File: config.mk
export PLATFORM = sky130hd
export DESIGN_NAME = lbpc_regs
export DESIGN_NICKNAME = d
export VERILOG_FILES = /design/src/logic/lbpc_pkg.sv /design/src/logic/lbpc_cal_if.sv /design/src/logic/lbpc_cal_timer.sv /design/src/logic/lbpc_regs.sv
export SDC_FILE = /design/constraint.sdc
export NUM_CORES = 1
export LEC_CHECK = 0
export BUFFER_PORTS_ARGS = -buffer_cell sky130_fd_sc_hd__buf_2
export CAP_MARGIN = 20
export CORE_MARGIN = 3
export CORE_UTILIZATION = 49
export CTS_CLUSTER_SIZE = 12
export DETAILED_ROUTE_END_ITERATION = 10
export PLACE_DENSITY = 0.77
export SYNTH_ARGS = -nofsm -noshare
export SYNTH_HDL_FRONTEND = slang
export SYNTH_SLANG_ARGS = --single-unit
File: constraint.sdc
create_clock -name pclk -period 2.47 [get_ports pclk]
set_input_delay 0.1235 -clock pclk [delete_from_list [all_inputs] [get_ports pclk]]
set_output_delay 0.1235 -clock pclk [all_outputs]
set_load 0.01 [all_outputs]
File: src/logic/lbpc_pkg.sv
// lo buffer / pll calibration register bank: constants, field layout, reset values
// assumes byte address = 4 x register index on an apb bus with 32-bit data
package lbpc_pkg;
   // register indices; byte address is four times the index
   localparam logic [5:0] IDX_SWING = 6'h18;
   localparam logic [5:0] IDX_CURRENT = 6'h19;
   localparam logic [5:0] IDX_GAIN = 6'h1a;
   localparam logic [5:0] IDX_CAL = 6'h1b;
   localparam logic [5:0] IDX_STATUS = 6'h30;
   // field positions (low bit of each field)
   localparam int PRE_LSB = 6;
   localparam int RX_LSB = 3;
   localparam int TX_LSB = 0;
   localparam int CAL_START_BIT = 7;
   localparam int CAL_DUAL_BIT = 6;
   localparam int CAL_WAIT_LSB = 4;
   localparam int CAL_RSVD_BIT = 3;
   localparam int CAL_DAC_LSB = 0;
   // reset values
   localparam logic [1:0] PRE_SWING_RST = 2'h3;
   localparam logic [2:0] RX_SWING_RST = 3'h4;
   localparam logic [2:0] TX_SWING_RST = 3'h1;
   localparam logic [1:0] PRE_CURRENT_RST = 2'h1;
   localparam logic [2:0] RX_CURRENT_RST = 3'h4;
   localparam logic [2:0] TX_CURRENT_RST = 3'h5;
   localparam logic [7:0] GAIN_RST = 8'h86;
   localparam logic [1:0] CAL_WAIT_RST = 2'h0;
   localparam logic [2:0] CAL_DAC_RST = 3'h5;
   // calibration duration in reference clock periods per wait code
   localparam int CAL_CNT_W = 18;
   localparam int unsigned CAL_WAIT0_TICKS = 90000;
   localparam int unsigned CAL_WAIT1_TICKS = 110000;
   localparam int unsigned CAL_WAIT2_TICKS = 130000;
   localparam int unsigned CAL_WAIT3_TICKS = 200000;
   // status register bits
   localparam int ST_BUSY_BIT = 0;
   localparam int ST_DONE_BIT = 1;
   localparam int ST_SET_A_BIT = 2;
   localparam int ST_SET_B_BIT = 3;
   // calibration timer states
   typedef enum logic [0:0] {
      LBPC_IDLE,
      LBPC_COUNT
   } lbpc_cal_state_e;
endpackage : lbpc_pkg

File: src/logic/lbpc_cal_if.sv
// carrier between register bank and calibration timer
// assumes both ends share pclk
`timescale 1ns/1ps
interface lbpc_cal_if;
   logic start;
   logic [1:0] wait_sel;
   logic busy;
   logic done;
   modport ctrl (output start, output wait_sel, input busy, input done);
   modport timer (input start, input wait_sel, output busy, output done);
endinterface : lbpc_cal_if

File: src/logic/lbpc_cal_timer.sv
// calibration wait timer counted in reference clock periods
// assumes ref_tick is a one-cycle pulse per reference period, synchronous to pclk
`timescale 1ns/1ps
module lbpc_cal_timer #(
   parameter int unsigned W0 = lbpc_pkg::CAL_WAIT0_TICKS,
   parameter int unsigned W1 = lbpc_pkg::CAL_WAIT1_TICKS,
   parameter int unsigned W2 = lbpc_pkg::CAL_WAIT2_TICKS,
   parameter int unsigned W3 = lbpc_pkg::CAL_WAIT3_TICKS
) (
   // clock and reset
   input wire logic pclk,
   input wire logic presetn,
   input wire logic ce,
   // reference period pulse
   input wire logic ref_tick,
   // control carrier
   lbpc_cal_if.timer cal
);
   localparam int CW = lbpc_pkg::CAL_CNT_W;

   typedef struct packed {
      lbpc_pkg::lbpc_cal_state_e st;
      logic [CW-1:0] cnt;
      logic [CW-1:0] limit;
      logic done;
   } lbpc_tmr_s;

   lbpc_tmr_s q_r;
   lbpc_tmr_s q_nxt;

   // duration lookup; a start while counting is ignored
   always_comb begin
      q_nxt = q_r;
      q_nxt.done = 1'b0;
      case (q_r.st)
         lbpc_pkg::LBPC_IDLE: begin
            if (cal.start) begin
               q_nxt.st = lbpc_pkg::LBPC_COUNT;
               q_nxt.cnt = '0;
               case (cal.wait_sel)
                  2'h0: q_nxt.limit = CW'(W0);
                  2'h1: q_nxt.limit = CW'(W1);
                  2'h2: q_nxt.limit = CW'(W2);
                  default: q_nxt.limit = CW'(W3);
               endcase
            end
         end
         default: begin
            if (ref_tick) begin
               if (q_r.cnt == q_r.limit - CW'(1)) begin
                  q_nxt.st = lbpc_pkg::LBPC_IDLE;
                  q_nxt.done = 1'b1;
               end else begin
                  q_nxt.cnt = q_r.cnt + CW'(1);
               end
            end
         end
      endcase
   end

   // state register, frozen while ce is low
   always_ff @(posedge pclk or negedge presetn) begin
      if (!presetn) begin
         q_r <= '{st: lbpc_pkg::LBPC_IDLE, cnt: '0, limit: '0, done: 1'b0};
      end else if (ce) begin
         q_r <= q_nxt;
      end
   end

   assign cal.busy = (q_r.st == lbpc_pkg::LBPC_COUNT);
   assign cal.done = q_r.done;
endmodule : lbpc_cal_timer

File: src/logic/lbpc_regs.sv
// lo buffer swing/current, loop gain trim and calibration control register bank
// assumes an apb master on pclk, ref_tick once per reference period,
// and freq_sel driven from the frequency-select bit elsewhere in the device
//
// Design decision made here: the APB interface to the registers.
`timescale 1ns/1ps
module lbpc_regs #(
   parameter int ADDR_W = 8,
   parameter int unsigned CAL_WAIT0_TICKS = lbpc_pkg::CAL_WAIT0_TICKS,
   parameter int unsigned CAL_WAIT1_TICKS = lbpc_pkg::CAL_WAIT1_TICKS,
   parameter int unsigned CAL_WAIT2_TICKS = lbpc_pkg::CAL_WAIT2_TICKS,
   parameter int unsigned CAL_WAIT3_TICKS = lbpc_pkg::CAL_WAIT3_TICKS
) (
   // clock, reset, enable
   input wire logic pclk,
   input wire logic presetn,
   input wire logic ce,
   // apb slave
   input wire logic psel,
   input wire logic penable,
   input wire logic pwrite,
   input wire logic [ADDR_W-1:0] paddr,
   input wire logic [31:0] pwdata,
   input wire logic [3:0] pstrb,
   output logic [31:0] prdata,
   output logic pready,
   output logic pslverr,
   // reference timing and frequency set select
   input wire logic ref_tick,
   input wire logic freq_sel,
   // prescaler swing as ratio num/den
   output logic [2:0] pre_swing_num,
   output logic [1:0] pre_swing_den,
   // lo buffer swing codes
   output logic [2:0] rx_swing,
   output logic [2:0] tx_swing,
   // prescaler current as ratio num/den
   output logic [1:0] pre_current_num,
   output logic [2:0] pre_current_den,
   // lo buffer current codes
   output logic [2:0] rx_current,
   output logic [2:0] tx_current,
   // charge pump scaling factor
   output logic [7:0] loop_gain,
   // calibration
   output logic [3:0] dac_start_value,
   output logic cal_busy,
   output logic store_set_a,
   output logic store_set_b
);
   // lint-friendly narrow copies of package positions
   localparam int PL = lbpc_pkg::PRE_LSB;
   localparam int RL = lbpc_pkg::RX_LSB;
   localparam int TL = lbpc_pkg::TX_LSB;

   typedef struct packed {
      logic [7:0] swing;
      logic [7:0] current;
      logic [7:0] gain;
      logic [7:0] cal;
      logic [31:0] rdata;
      logic err;
      logic start_p;
      logic dual_l;
      logic fsel_l;
      logic done_sticky;
      logic last_a;
      logic last_b;
      logic store_a;
      logic store_b;
      logic [2:0] psw_num;
      logic [1:0] psw_den;
      logic [1:0] pcur_num;
      logic [2:0] pcur_den;
      logic [3:0] dac;
   } lbpc_regs_s;

   lbpc_regs_s q_r;
   lbpc_regs_s q_nxt;

   lbpc_cal_if cal_bus ();

   // address decode results
   logic hit_swing;
   logic hit_current;
   logic hit_gain;
   logic hit_cal;
   logic hit_status;
   logic hit_any;
   logic wr_en;
   logic setup;
   logic [7:0] status_v;
   logic [7:0] rd_v;
   logic [7:0] wbyte;

   // aligned word decode; unaligned or unknown addresses raise pslverr
   always_comb begin
      hit_swing = 1'b0;
      hit_current = 1'b0;
      hit_gain = 1'b0;
      hit_cal = 1'b0;
      hit_status = 1'b0;
      if (paddr == ADDR_W'({lbpc_pkg::IDX_SWING, 2'h0})) begin
         hit_swing = 1'b1;
      end else if (paddr == ADDR_W'({lbpc_pkg::IDX_CURRENT, 2'h0})) begin
         hit_current = 1'b1;
      end else if (paddr == ADDR_W'({lbpc_pkg::IDX_GAIN, 2'h0})) begin
         hit_gain = 1'b1;
      end else if (paddr == ADDR_W'({lbpc_pkg::IDX_CAL, 2'h0})) begin
         hit_cal = 1'b1;
      end else if (paddr == ADDR_W'({lbpc_pkg::IDX_STATUS, 2'h0})) begin
         hit_status = 1'b1;
      end
      hit_any = hit_swing | hit_current | hit_gain | hit_cal | hit_status;
   end

   // writes land on the access edge only, low byte lane only
   assign setup = psel & ~penable;
   assign wr_en = psel & penable & pwrite & pstrb[0] & hit_any;
   assign wbyte = pwdata[7:0];

   // status view: busy includes a start still queued for the timer
   always_comb begin
      status_v = 8'h00;
      status_v[lbpc_pkg::ST_BUSY_BIT] = q_r.start_p | cal_bus.busy;
      status_v[lbpc_pkg::ST_DONE_BIT] = q_r.done_sticky;
      status_v[lbpc_pkg::ST_SET_A_BIT] = q_r.last_a;
      status_v[lbpc_pkg::ST_SET_B_BIT] = q_r.last_b;
   end

   // read mux; upper bits of every word read as zero
   always_comb begin
      rd_v = 8'h00;
      if (hit_swing) begin
         rd_v = q_r.swing;
      end else if (hit_current) begin
         rd_v = q_r.current;
      end else if (hit_gain) begin
         rd_v = q_r.gain;
      end else if (hit_cal) begin
         rd_v = q_r.cal;
      end else if (hit_status) begin
         rd_v = status_v;
      end
   end

   // next state of the whole bank
   always_comb begin
      q_nxt = q_r;
      q_nxt.start_p = 1'b0;
      q_nxt.store_a = 1'b0;
      q_nxt.store_b = 1'b0;

      // read data and error are sampled in the setup cycle so the
      // access phase can finish in one cycle with registered data
      if (setup) begin
         q_nxt.rdata = {24'h000000, rd_v};
         q_nxt.err = ~hit_any;
      end

      if (wr_en && hit_swing) begin
         q_nxt.swing = wbyte;
      end
      if (wr_en && hit_current) begin
         q_nxt.current = wbyte;
      end
      if (wr_en && hit_gain) begin
         q_nxt.gain = wbyte;
      end
      if (wr_en && hit_cal) begin
         q_nxt.cal = wbyte;
         // reserved bit is not stored and reads zero
         q_nxt.cal[lbpc_pkg::CAL_RSVD_BIT] = 1'b0;
         // only a 0 to 1 change starts; a start while busy is dropped
         if (wbyte[lbpc_pkg::CAL_START_BIT] && !q_r.cal[lbpc_pkg::CAL_START_BIT] &&
             !q_r.start_p && !cal_bus.busy) begin
            q_nxt.start_p = 1'b1;
            q_nxt.done_sticky = 1'b0;
            // destination fixed at start so a mid-run change cannot split it
            q_nxt.dual_l = wbyte[lbpc_pkg::CAL_DUAL_BIT];
            q_nxt.fsel_l = freq_sel;
         end
      end

      // completion: pulse the chosen set strobes and keep a record
      if (cal_bus.done) begin
         q_nxt.store_a = q_r.dual_l | ~q_r.fsel_l;
         q_nxt.store_b = q_r.dual_l | q_r.fsel_l;
         q_nxt.last_a = q_r.dual_l | ~q_r.fsel_l;
         q_nxt.last_b = q_r.dual_l | q_r.fsel_l;
         q_nxt.done_sticky = 1'b1;
      end

      // prescaler swing ratio: 2/3, 1/2, 4/3, 1/1
      case (q_nxt.swing[PL+:2])
         2'h0: begin
            q_nxt.psw_num = 3'h2;
            q_nxt.psw_den = 2'h3;
         end
         2'h1: begin
            q_nxt.psw_num = 3'h1;
            q_nxt.psw_den = 2'h2;
         end
         2'h2: begin
            q_nxt.psw_num = 3'h4;
            q_nxt.psw_den = 2'h3;
         end
         default: begin
            q_nxt.psw_num = 3'h1;
            q_nxt.psw_den = 2'h1;
         end
      endcase

      // prescaler current ratio: 1/1, 2/3, 1/2, 2/5
      case (q_nxt.current[PL+:2])
         2'h0: begin
            q_nxt.pcur_num = 2'h1;
            q_nxt.pcur_den = 3'h1;
         end
         2'h1: begin
            q_nxt.pcur_num = 2'h2;
            q_nxt.pcur_den = 3'h3;
         end
         2'h2: begin
            q_nxt.pcur_num = 2'h1;
            q_nxt.pcur_den = 3'h2;
         end
         default: begin
            q_nxt.pcur_num = 2'h2;
            q_nxt.pcur_den = 3'h5;
         end
      endcase

      // dac start value is the code plus one, 1 to 8
      q_nxt.dac = {1'b0, q_nxt.cal[lbpc_pkg::CAL_DAC_LSB+:3]} + 4'h1;
   end

   // bank register; ce low freezes everything, bus included
   always_ff @(posedge pclk or negedge presetn) begin
      if (!presetn) begin
         q_r <= '{
            swing: {lbpc_pkg::PRE_SWING_RST, lbpc_pkg::RX_SWING_RST,
                    lbpc_pkg::TX_SWING_RST},
            current: {lbpc_pkg::PRE_CURRENT_RST, lbpc_pkg::RX_CURRENT_RST,
                      lbpc_pkg::TX_CURRENT_RST},
            gain: lbpc_pkg::GAIN_RST,
            cal: {2'h0, lbpc_pkg::CAL_WAIT_RST, 1'b0,
                  lbpc_pkg::CAL_DAC_RST},
            rdata: 32'h00000000,
            err: 1'b0,
            start_p: 1'b0,
            dual_l: 1'b0,
            fsel_l: 1'b0,
            done_sticky: 1'b0,
            last_a: 1'b0,
            last_b: 1'b0,
            store_a: 1'b0,
            store_b: 1'b0,
            psw_num: 3'h1,
            psw_den: 2'h1,
            pcur_num: 2'h2,
            pcur_den: 3'h3,
            dac: 4'h6
         };
      end else if (ce) begin
         q_r <= q_nxt;
      end
   end

   // timer is told the wait code current at the moment the start is issued
   assign cal_bus.start = q_r.start_p;
   assign cal_bus.wait_sel = q_r.cal[lbpc_pkg::CAL_WAIT_LSB+:2];

   lbpc_cal_timer #(
      .W0(CAL_WAIT0_TICKS),
      .W1(CAL_WAIT1_TICKS),
      .W2(CAL_WAIT2_TICKS),
      .W3(CAL_WAIT3_TICKS)
   ) u_timer (
      .pclk(pclk),
      .presetn(presetn),
      .ce(ce),
      .ref_tick(ref_tick),
      .cal(cal_bus.timer)
   );

   // apb answer: one access cycle whenever ce is high
   assign pready = ce;
   assign pslverr = psel & penable & q_r.err;
   assign prdata = q_r.rdata;

   // analog-facing settings straight from flops, cal_busy from the status view
   assign pre_swing_num = q_r.psw_num;
   assign pre_swing_den = q_r.psw_den;
   assign rx_swing = q_r.swing[RL+:3];
   assign tx_swing = q_r.swing[TL+:3];
   assign pre_current_num = q_r.pcur_num;
   assign pre_current_den = q_r.pcur_den;
   assign rx_current = q_r.current[RL+:3];
   assign tx_current = q_r.current[TL+:3];
   assign loop_gain = q_r.gain;
   assign dac_start_value = q_r.dac;
   assign cal_busy = status_v[lbpc_pkg::ST_BUSY_BIT];
   assign store_set_a = q_r.store_a;
   assign store_set_b = q_r.store_b;
endmodule : lbpc_regs

* Yosys cells after proc, flatten, opt, wreduce, memory -nomap -nowiden
Index checks and enable logic that the tools add are counted.
** Word-level totals
- Bits of input ports :: 52
- Output and inout port bits :: 71
- Word-level logic and storage cells :: 123
- Bits in registers :: 100
- Latch bits :: 0
- Memories :: 0
- RAM bits :: 0
- Bits in read-only memories :: 0
** Cells by class
- Shift operators :: 0
- Div/mod/pow operators :: 0
- Mux-type cells :: 37
- $add $sub $neg :: 3
- Equality and inequality tests :: 14
- Bitwise operators :: 17
- Multiply operators :: 0
- Order comparisons :: 0
- Reduce and logical (&&, ||, !) cells :: 26
** Operators with widths (count)
- 18-bit case mux with 3 select lines :: 1
- 8-bit 2-to-1 mux :: 6
- 19-bit 2-to-1 mux :: 2
- 37-bit 2-to-1 mux :: 1
- 8-bit by 7-bit == test with 1-bit output (second input constant) :: 4
- 5-bit case mux with 3 select lines :: 2
- 1-bit 2-to-1 mux :: 19
- 18-bit by 1-bit adder with 18-bit output (second input constant) :: 1
- 18-bit == test :: 1
- 18-bit 2-to-1 mux :: 1
- 18-bit by 1-bit subtractor with 18-bit output (second input constant) :: 1
- 4-bit 2-to-1 mux :: 3
- 2-bit AND reduction :: 6
- 3-bit AND reduction :: 3
- 8-bit == test (second input constant) :: 1
- 1-bit logical AND :: 7
- 1-bit OR :: 7
- 1-bit AND :: 6
- 2-bit by 1-bit == test with 1-bit output (second input constant) :: 3
- 2-bit == test (second input constant) :: 3
- 2-bit zero test :: 3
- 2-bit nonzero test :: 3
- 5-bit 2-to-1 mux :: 1
- 3-bit by 1-bit adder with 4-bit output (second input constant) :: 1
- other kinds (5) :: 11

* Depth between registers and ports, before layout
- Word-level depth :: 12
- Depth in mapped cells :: 12
- Mapped depth without buffers :: 9

* Hierarchy
Synthesis repeated with hierarchy kept, for this count alone.
** Second synthesis, totals
- Cell total of the unflattened synthesis :: 550
- Area, all modules :: 5580.4 sq um
** By module, submodules not included
- lbpc_regs :: times used 1, cells an instance 331, seq. area each 1524.0 sq um, area each 3618.5 sq um
- lbpc_cal_timer :: times used 1, cells an instance 219, seq. area each 700.7 sq um, area each 1961.9 sq um

* Worst setup path before layout
No wires, ideal clock.
- Kind :: reg2reg
- From :: register u_timer.q_r[6] in the netlist's numbering
- To :: register u_timer.q_r[28] in the netlist's numbering
- Stages on the path, launching flop included :: 11
- Setup time :: 0.131 ns
- Path buffers :: 1
- Data required time :: 2.339 ns
- Clock period less this slack :: 2.556 ns
- Setup slack :: -0.086 ns
- Arrival time :: 2.424 ns
- Cells stage by stage :: dfrtp_1 inv_1 ha_1 xor2_1 nand3_1 a2111oi_2 nand4_1 a2111oi_4 buf_6 nor2_1 or3_1
** Between the ends
- Word-level cells in the longest chain between the ends :: 4
** RTL lines
- from (decl) :: RTL line lbpc_cal_timer.sv:28 : lbpc_tmr_s q_r;
- from (signal assigned) :: RTL line lbpc_cal_timer.sv:64 : q_r <= '{st: lbpc_pkg::LBPC_IDLE, cnt: '0, limit: '0, done: 1'b0};
- from (signal assigned) :: RTL line lbpc_cal_timer.sv:66 : q_r <= q_nxt;
- 18-bit by 1-bit subtractor with 18-bit output :: RTL line lbpc_cal_timer.sv:50 : if (q_r.cnt == q_r.limit - CW'(1)) begin
- 18-bit == test :: RTL line lbpc_cal_timer.sv:50
- 2-bit != test (no line)
- 4-bit AND reduction (no line)
Every way passes these cells.
A chain may end at the register's enable or synchronous reset.

* Final worst setup path
- From :: register u_timer.q_r[8] in the netlist's numbering
- To :: register u_timer.q_r[33] in the netlist's numbering
Same word-level chain as after synthesis.

==> results.md <==
- Fmax: 382 MHz
- Ys flop type: dfrtp_1
- Slack of the critical path: -0.146 ns
- WS Path Type: reg2reg
- First-pass DRT Iterations: 7
- Initial antenna violation count: 0
- PortBufs: 71
- Starting DRT DRC Count: 181
- # H-tree levels: 3
- Total number of vias: 3830
- Post-synth cell types: 62
- Clock buffer count from CTS: 9
- Final hold viol count: 0
- Die height: 109 µm
- CTS Buffer Depth: 2
- Global route total overflow: 0
- Ys async rst share: 1.00
- Worst-Margin Slew: 0.779 ns
- Area delta synth->final: 11.5%
- Max-cap viol count: 0
- Nets: 617
- Crit start category: register
- Row Count: 36
- Fin Setup TNS: -0.683 ns
- Core area: 0.0100 mm²
- Met3 Use GR: 0.0343
- Worst Path Arrival: 2.91 ns
- Grt met2 use: 0.323
- Vias per inst: 5.53
- Violated checks: setup timing
- RSZ-0062 raised after global routing: yes
- CTS tree: done
- CP Max Fanout: 6
- Global placer's final weighted congestion: 0.829
- Final Max Slew Viols: 0
- Layer carrying the most global-route usage: met2
- Worst Skew: 0.0137 ns
- First-pass GRT wire length: 18500 µm
- Slew headroom: 0.479
- Seq/Total Area, Yosys: 0.430
- Leak: 2.71 nW
- Die area: 0.0118 mm²
- Clock Latency Late Sink: 0.38 ns
- Total wire length: 11500 µm
- DR WL/cell: 16.6 µm
- Antenna fix cells: 0
- Total power divided by cell area: 554 mW/mm²
- Starting density of the core: 0.517
- # clock sinks: 88
- Non-Filler Instances: 693
- Hold Crit Class: in2reg
- IO Pins: 123
- Final period utilization: 1.06
- Worst setup EP type: register
- Synth Area per Inst: 10.3 µm²
- Yosys warns: 0
- Clock root cell: clkbuf_8
- DP HPWL: 8270 µm
- Die Wd: 109 µm
- Status: finished with violations
- GR Util All Layers: 0.198
- Final setup vio count: 12
- Number of global-route vias before repair: 3850
- WHS: 0.00466 ns
- Pin count of the biggest net entering global routing: 49
- Clk slew on worst S/H paths: 0.10 ns
- Placed cell count: 669
- DRC violations left: 0
- Antenna viol nets, final: 0
- EDFF count, synth: 0
- Post-route minimum period: 2.62 ns
- Req. time, crit path: 2.77 ns
- Layout cells sized above 1: 0.364
- Yosys reg bits: 88
- GR Util met1: 0.262
- Post-Syn Area: 0.00517 mm²
- Peak VDD IR: 338 µV
- Post-synthesis cell count: 504
synth_stat cells, types with 3 or more instances:
| library cell | count | area, µm² |
|---|---|---|
| dfstp_2 | 18 | 473 |
| or4_1 | 6 | 45.0 |
| nor3_1 | 6 | 30.0 |
| and3_1 | 7 | 43.8 |
| nand4_1 | 4 | 25.0 |
| or3_1 | 5 | 31.3 |
| mux4_2 | 6 | 135 |
| dfrtp_1 | 70 | 1750 |
| buf_6 | 3 | 33.8 |
| nor2_1 | 25 | 93.8 |
| nand3_1 | 10 | 50.1 |
| a22oi_1 | 3 | 22.5 |
| o31ai_1 | 7 | 52.6 |
| xor2_1 | 7 | 61.3 |
| o2bb2ai_1 | 3 | 26.3 |
| o21ai_0 | 34 | 170 |
| a21oi_1 | 17 | 85.1 |
| o22ai_1 | 3 | 18.8 |
| nand2b_1 | 5 | 31.3 |
| inv_1 | 16 | 60.1 |
| a31oi_1 | 5 | 31.3 |
| and4_1 | 3 | 26.3 |
| mux2i_1 | 12 | 120 |
| o211ai_1 | 3 | 22.5 |
| nand2_1 | 52 | 195 |
| ha_1 | 10 | 125 |
| buf_4 | 68 | 510 |
| buf_2 | 5 | 25.0 |
| mux2_2 | 33 | 372 |
| xnor2_1 | 4 | 35.0 |
| clkbuf_1 | 10 | 37.5 |
| nor2b_1 | 3 | 18.8 |
final timing paths:
kind / slack (ns) / cells after the start / startpoint / end
max: -0.15 / 11 / u_timer.q_r[8] / u_timer.q_r[33]
min: 0.005 / 3 / pwdata[3] / loop_gain[3]
max reg2reg: -0.15 / 11 / u_timer.q_r[8] / u_timer.q_r[33]
min reg2reg: 0.48 / 2 / prdata[7] / prdata[7]
max in group asynchronous: 1.44 / 3 / presetn / pre_swing_den[0]
min in group asynchronous: 0.32 / 2 / presetn / u_timer.q_r[31]
worst max-delay path, stage by stage, from the launching register on:
cell and delay [ns]:
dfrtp_1 0.43, buf_6 0.15, nor4_4 0.35, buf_4 0.17, a21o_1 0.15, a2111oi_4 0.08
nand4_1 0.17, a2111oi_4 0.05, buf_4 0.18, buf_2 0.14, or4_4 0.52, a21oi_2 0.16
state kept, by name, indices dropped and copies added (netlist names):
register          flops
cal_bus.start         1
q_r                  14
prdata                8
pre_swing_num         2
pre_swing_den         2
pre_current_num       2
pre_current_den       3
u_timer.cal.done      1
rx_current            3
store_set_a           1
loop_gain             8
u_timer.cal.busy      1
tx_current            3
u_timer.q_r          26
dac_start_value       4
tx_swing              3
store_set_b           1
cal_bus.wait_sel      2
rx_swing              3
layer usage:
layer  vias to the layer above  part of all wire  routed length (µm)
met5                         -                 0                   0
met4                         0             0.017                 193
met3                        15             0.056                 648
met2                       128              0.48                5570
met1                      1895              0.44                5100
li1                       1792                 -                   -
report_power, final:
group / total (mW) / switching (mW) / leakage (nW) / internal [mW]
combinational: 0.475 / 0.271 / 1.47 / 0.204
clock: 1.09 / 0.576 / 0.105 / 0.510
sequential: 1.63 / 0.0906 / 1.13 / 1.54
per-stage QoR:
stage | util | instance area, µm² | setup WS (ns) | power (mW)
after floorplan | - | 5270 | 0.00548 | 1.98
after global placement | 0.539 | 5390 | -0.0194 | 2.07
after detailed placement | 0.539 | 5390 | -0.122 | 2.10
after CTS | 0.568 | 5680 | -0.00465 | 3.19
after global routing | 0.577 | 5770 | -0.209 | 3.34
final | 0.577 | 5770 | -0.146 | 3.19
placed cells by master (no fill, tap or decap), drive strengths merged, types with 3 or more instances in the layout:
cell	synthesis	layout
clkbuf	10	10
o2bb2ai	3	3
mux2	35	35
and4	3	3
o22ai	3	3
nand4	5	5
nor3	7	7
a21oi	17	17
or3	5	5
ha	10	10
o21ai	34	34
nand3	11	11
mux2i	12	12
conb	1	24
xnor2	4	4
or2	3	3
inv	16	18
mux4	6	6
and3	7	7
o31ai	7	7
xor2	7	7
a22oi	3	3
nand2	52	52
dfrtp	70	70
nor2	26	26
dfstp	18	18
or4	6	6
nor4	3	3
buf	78	103
o211ai	3	3
nor2b	3	3
nand2b	5	5
a31oi	5	5
final cells by class:
type | count | area [µm²]
tap | 133 | 166
inverter | 16 | 60.1
clock inverter | 6 | 75.1
fill | 840 | 4230
timing repair buffer | 105 | 644
clock buffer | 10 | 138
multi-input combinational | 335 | 2460
sequential | 88 | 2220
logic make-up (layout without fill, tap and decap cells):
kind of cell,count (synthesis),in the layout,synth area share
and+or+nand+nor,149,149,0.159
DFF,88,88,0.430
muxes,53,53,0.127
adders and majority gates,10,10,0.0242
buffers and inverters,104,137,0.130
AOI/OAI and AO/OA,88,88,0.110
other,1,24,0.000725
xor gates and xnor gates,11,11,0.0186
what timing repair did:
action / 4_1_cts / 5_1_grt
resized for setup: 9 / 14
pin swaps: 6 / 5
hold endpoints to repair: 38 / 0
hold buffers: 2 / 0
gates cloned: 0 / 2
setup buffers: 2 / 2
endpoints found under the setup margin: 13 / 20
Note: power is estimated with default switching activity, not from simulation.
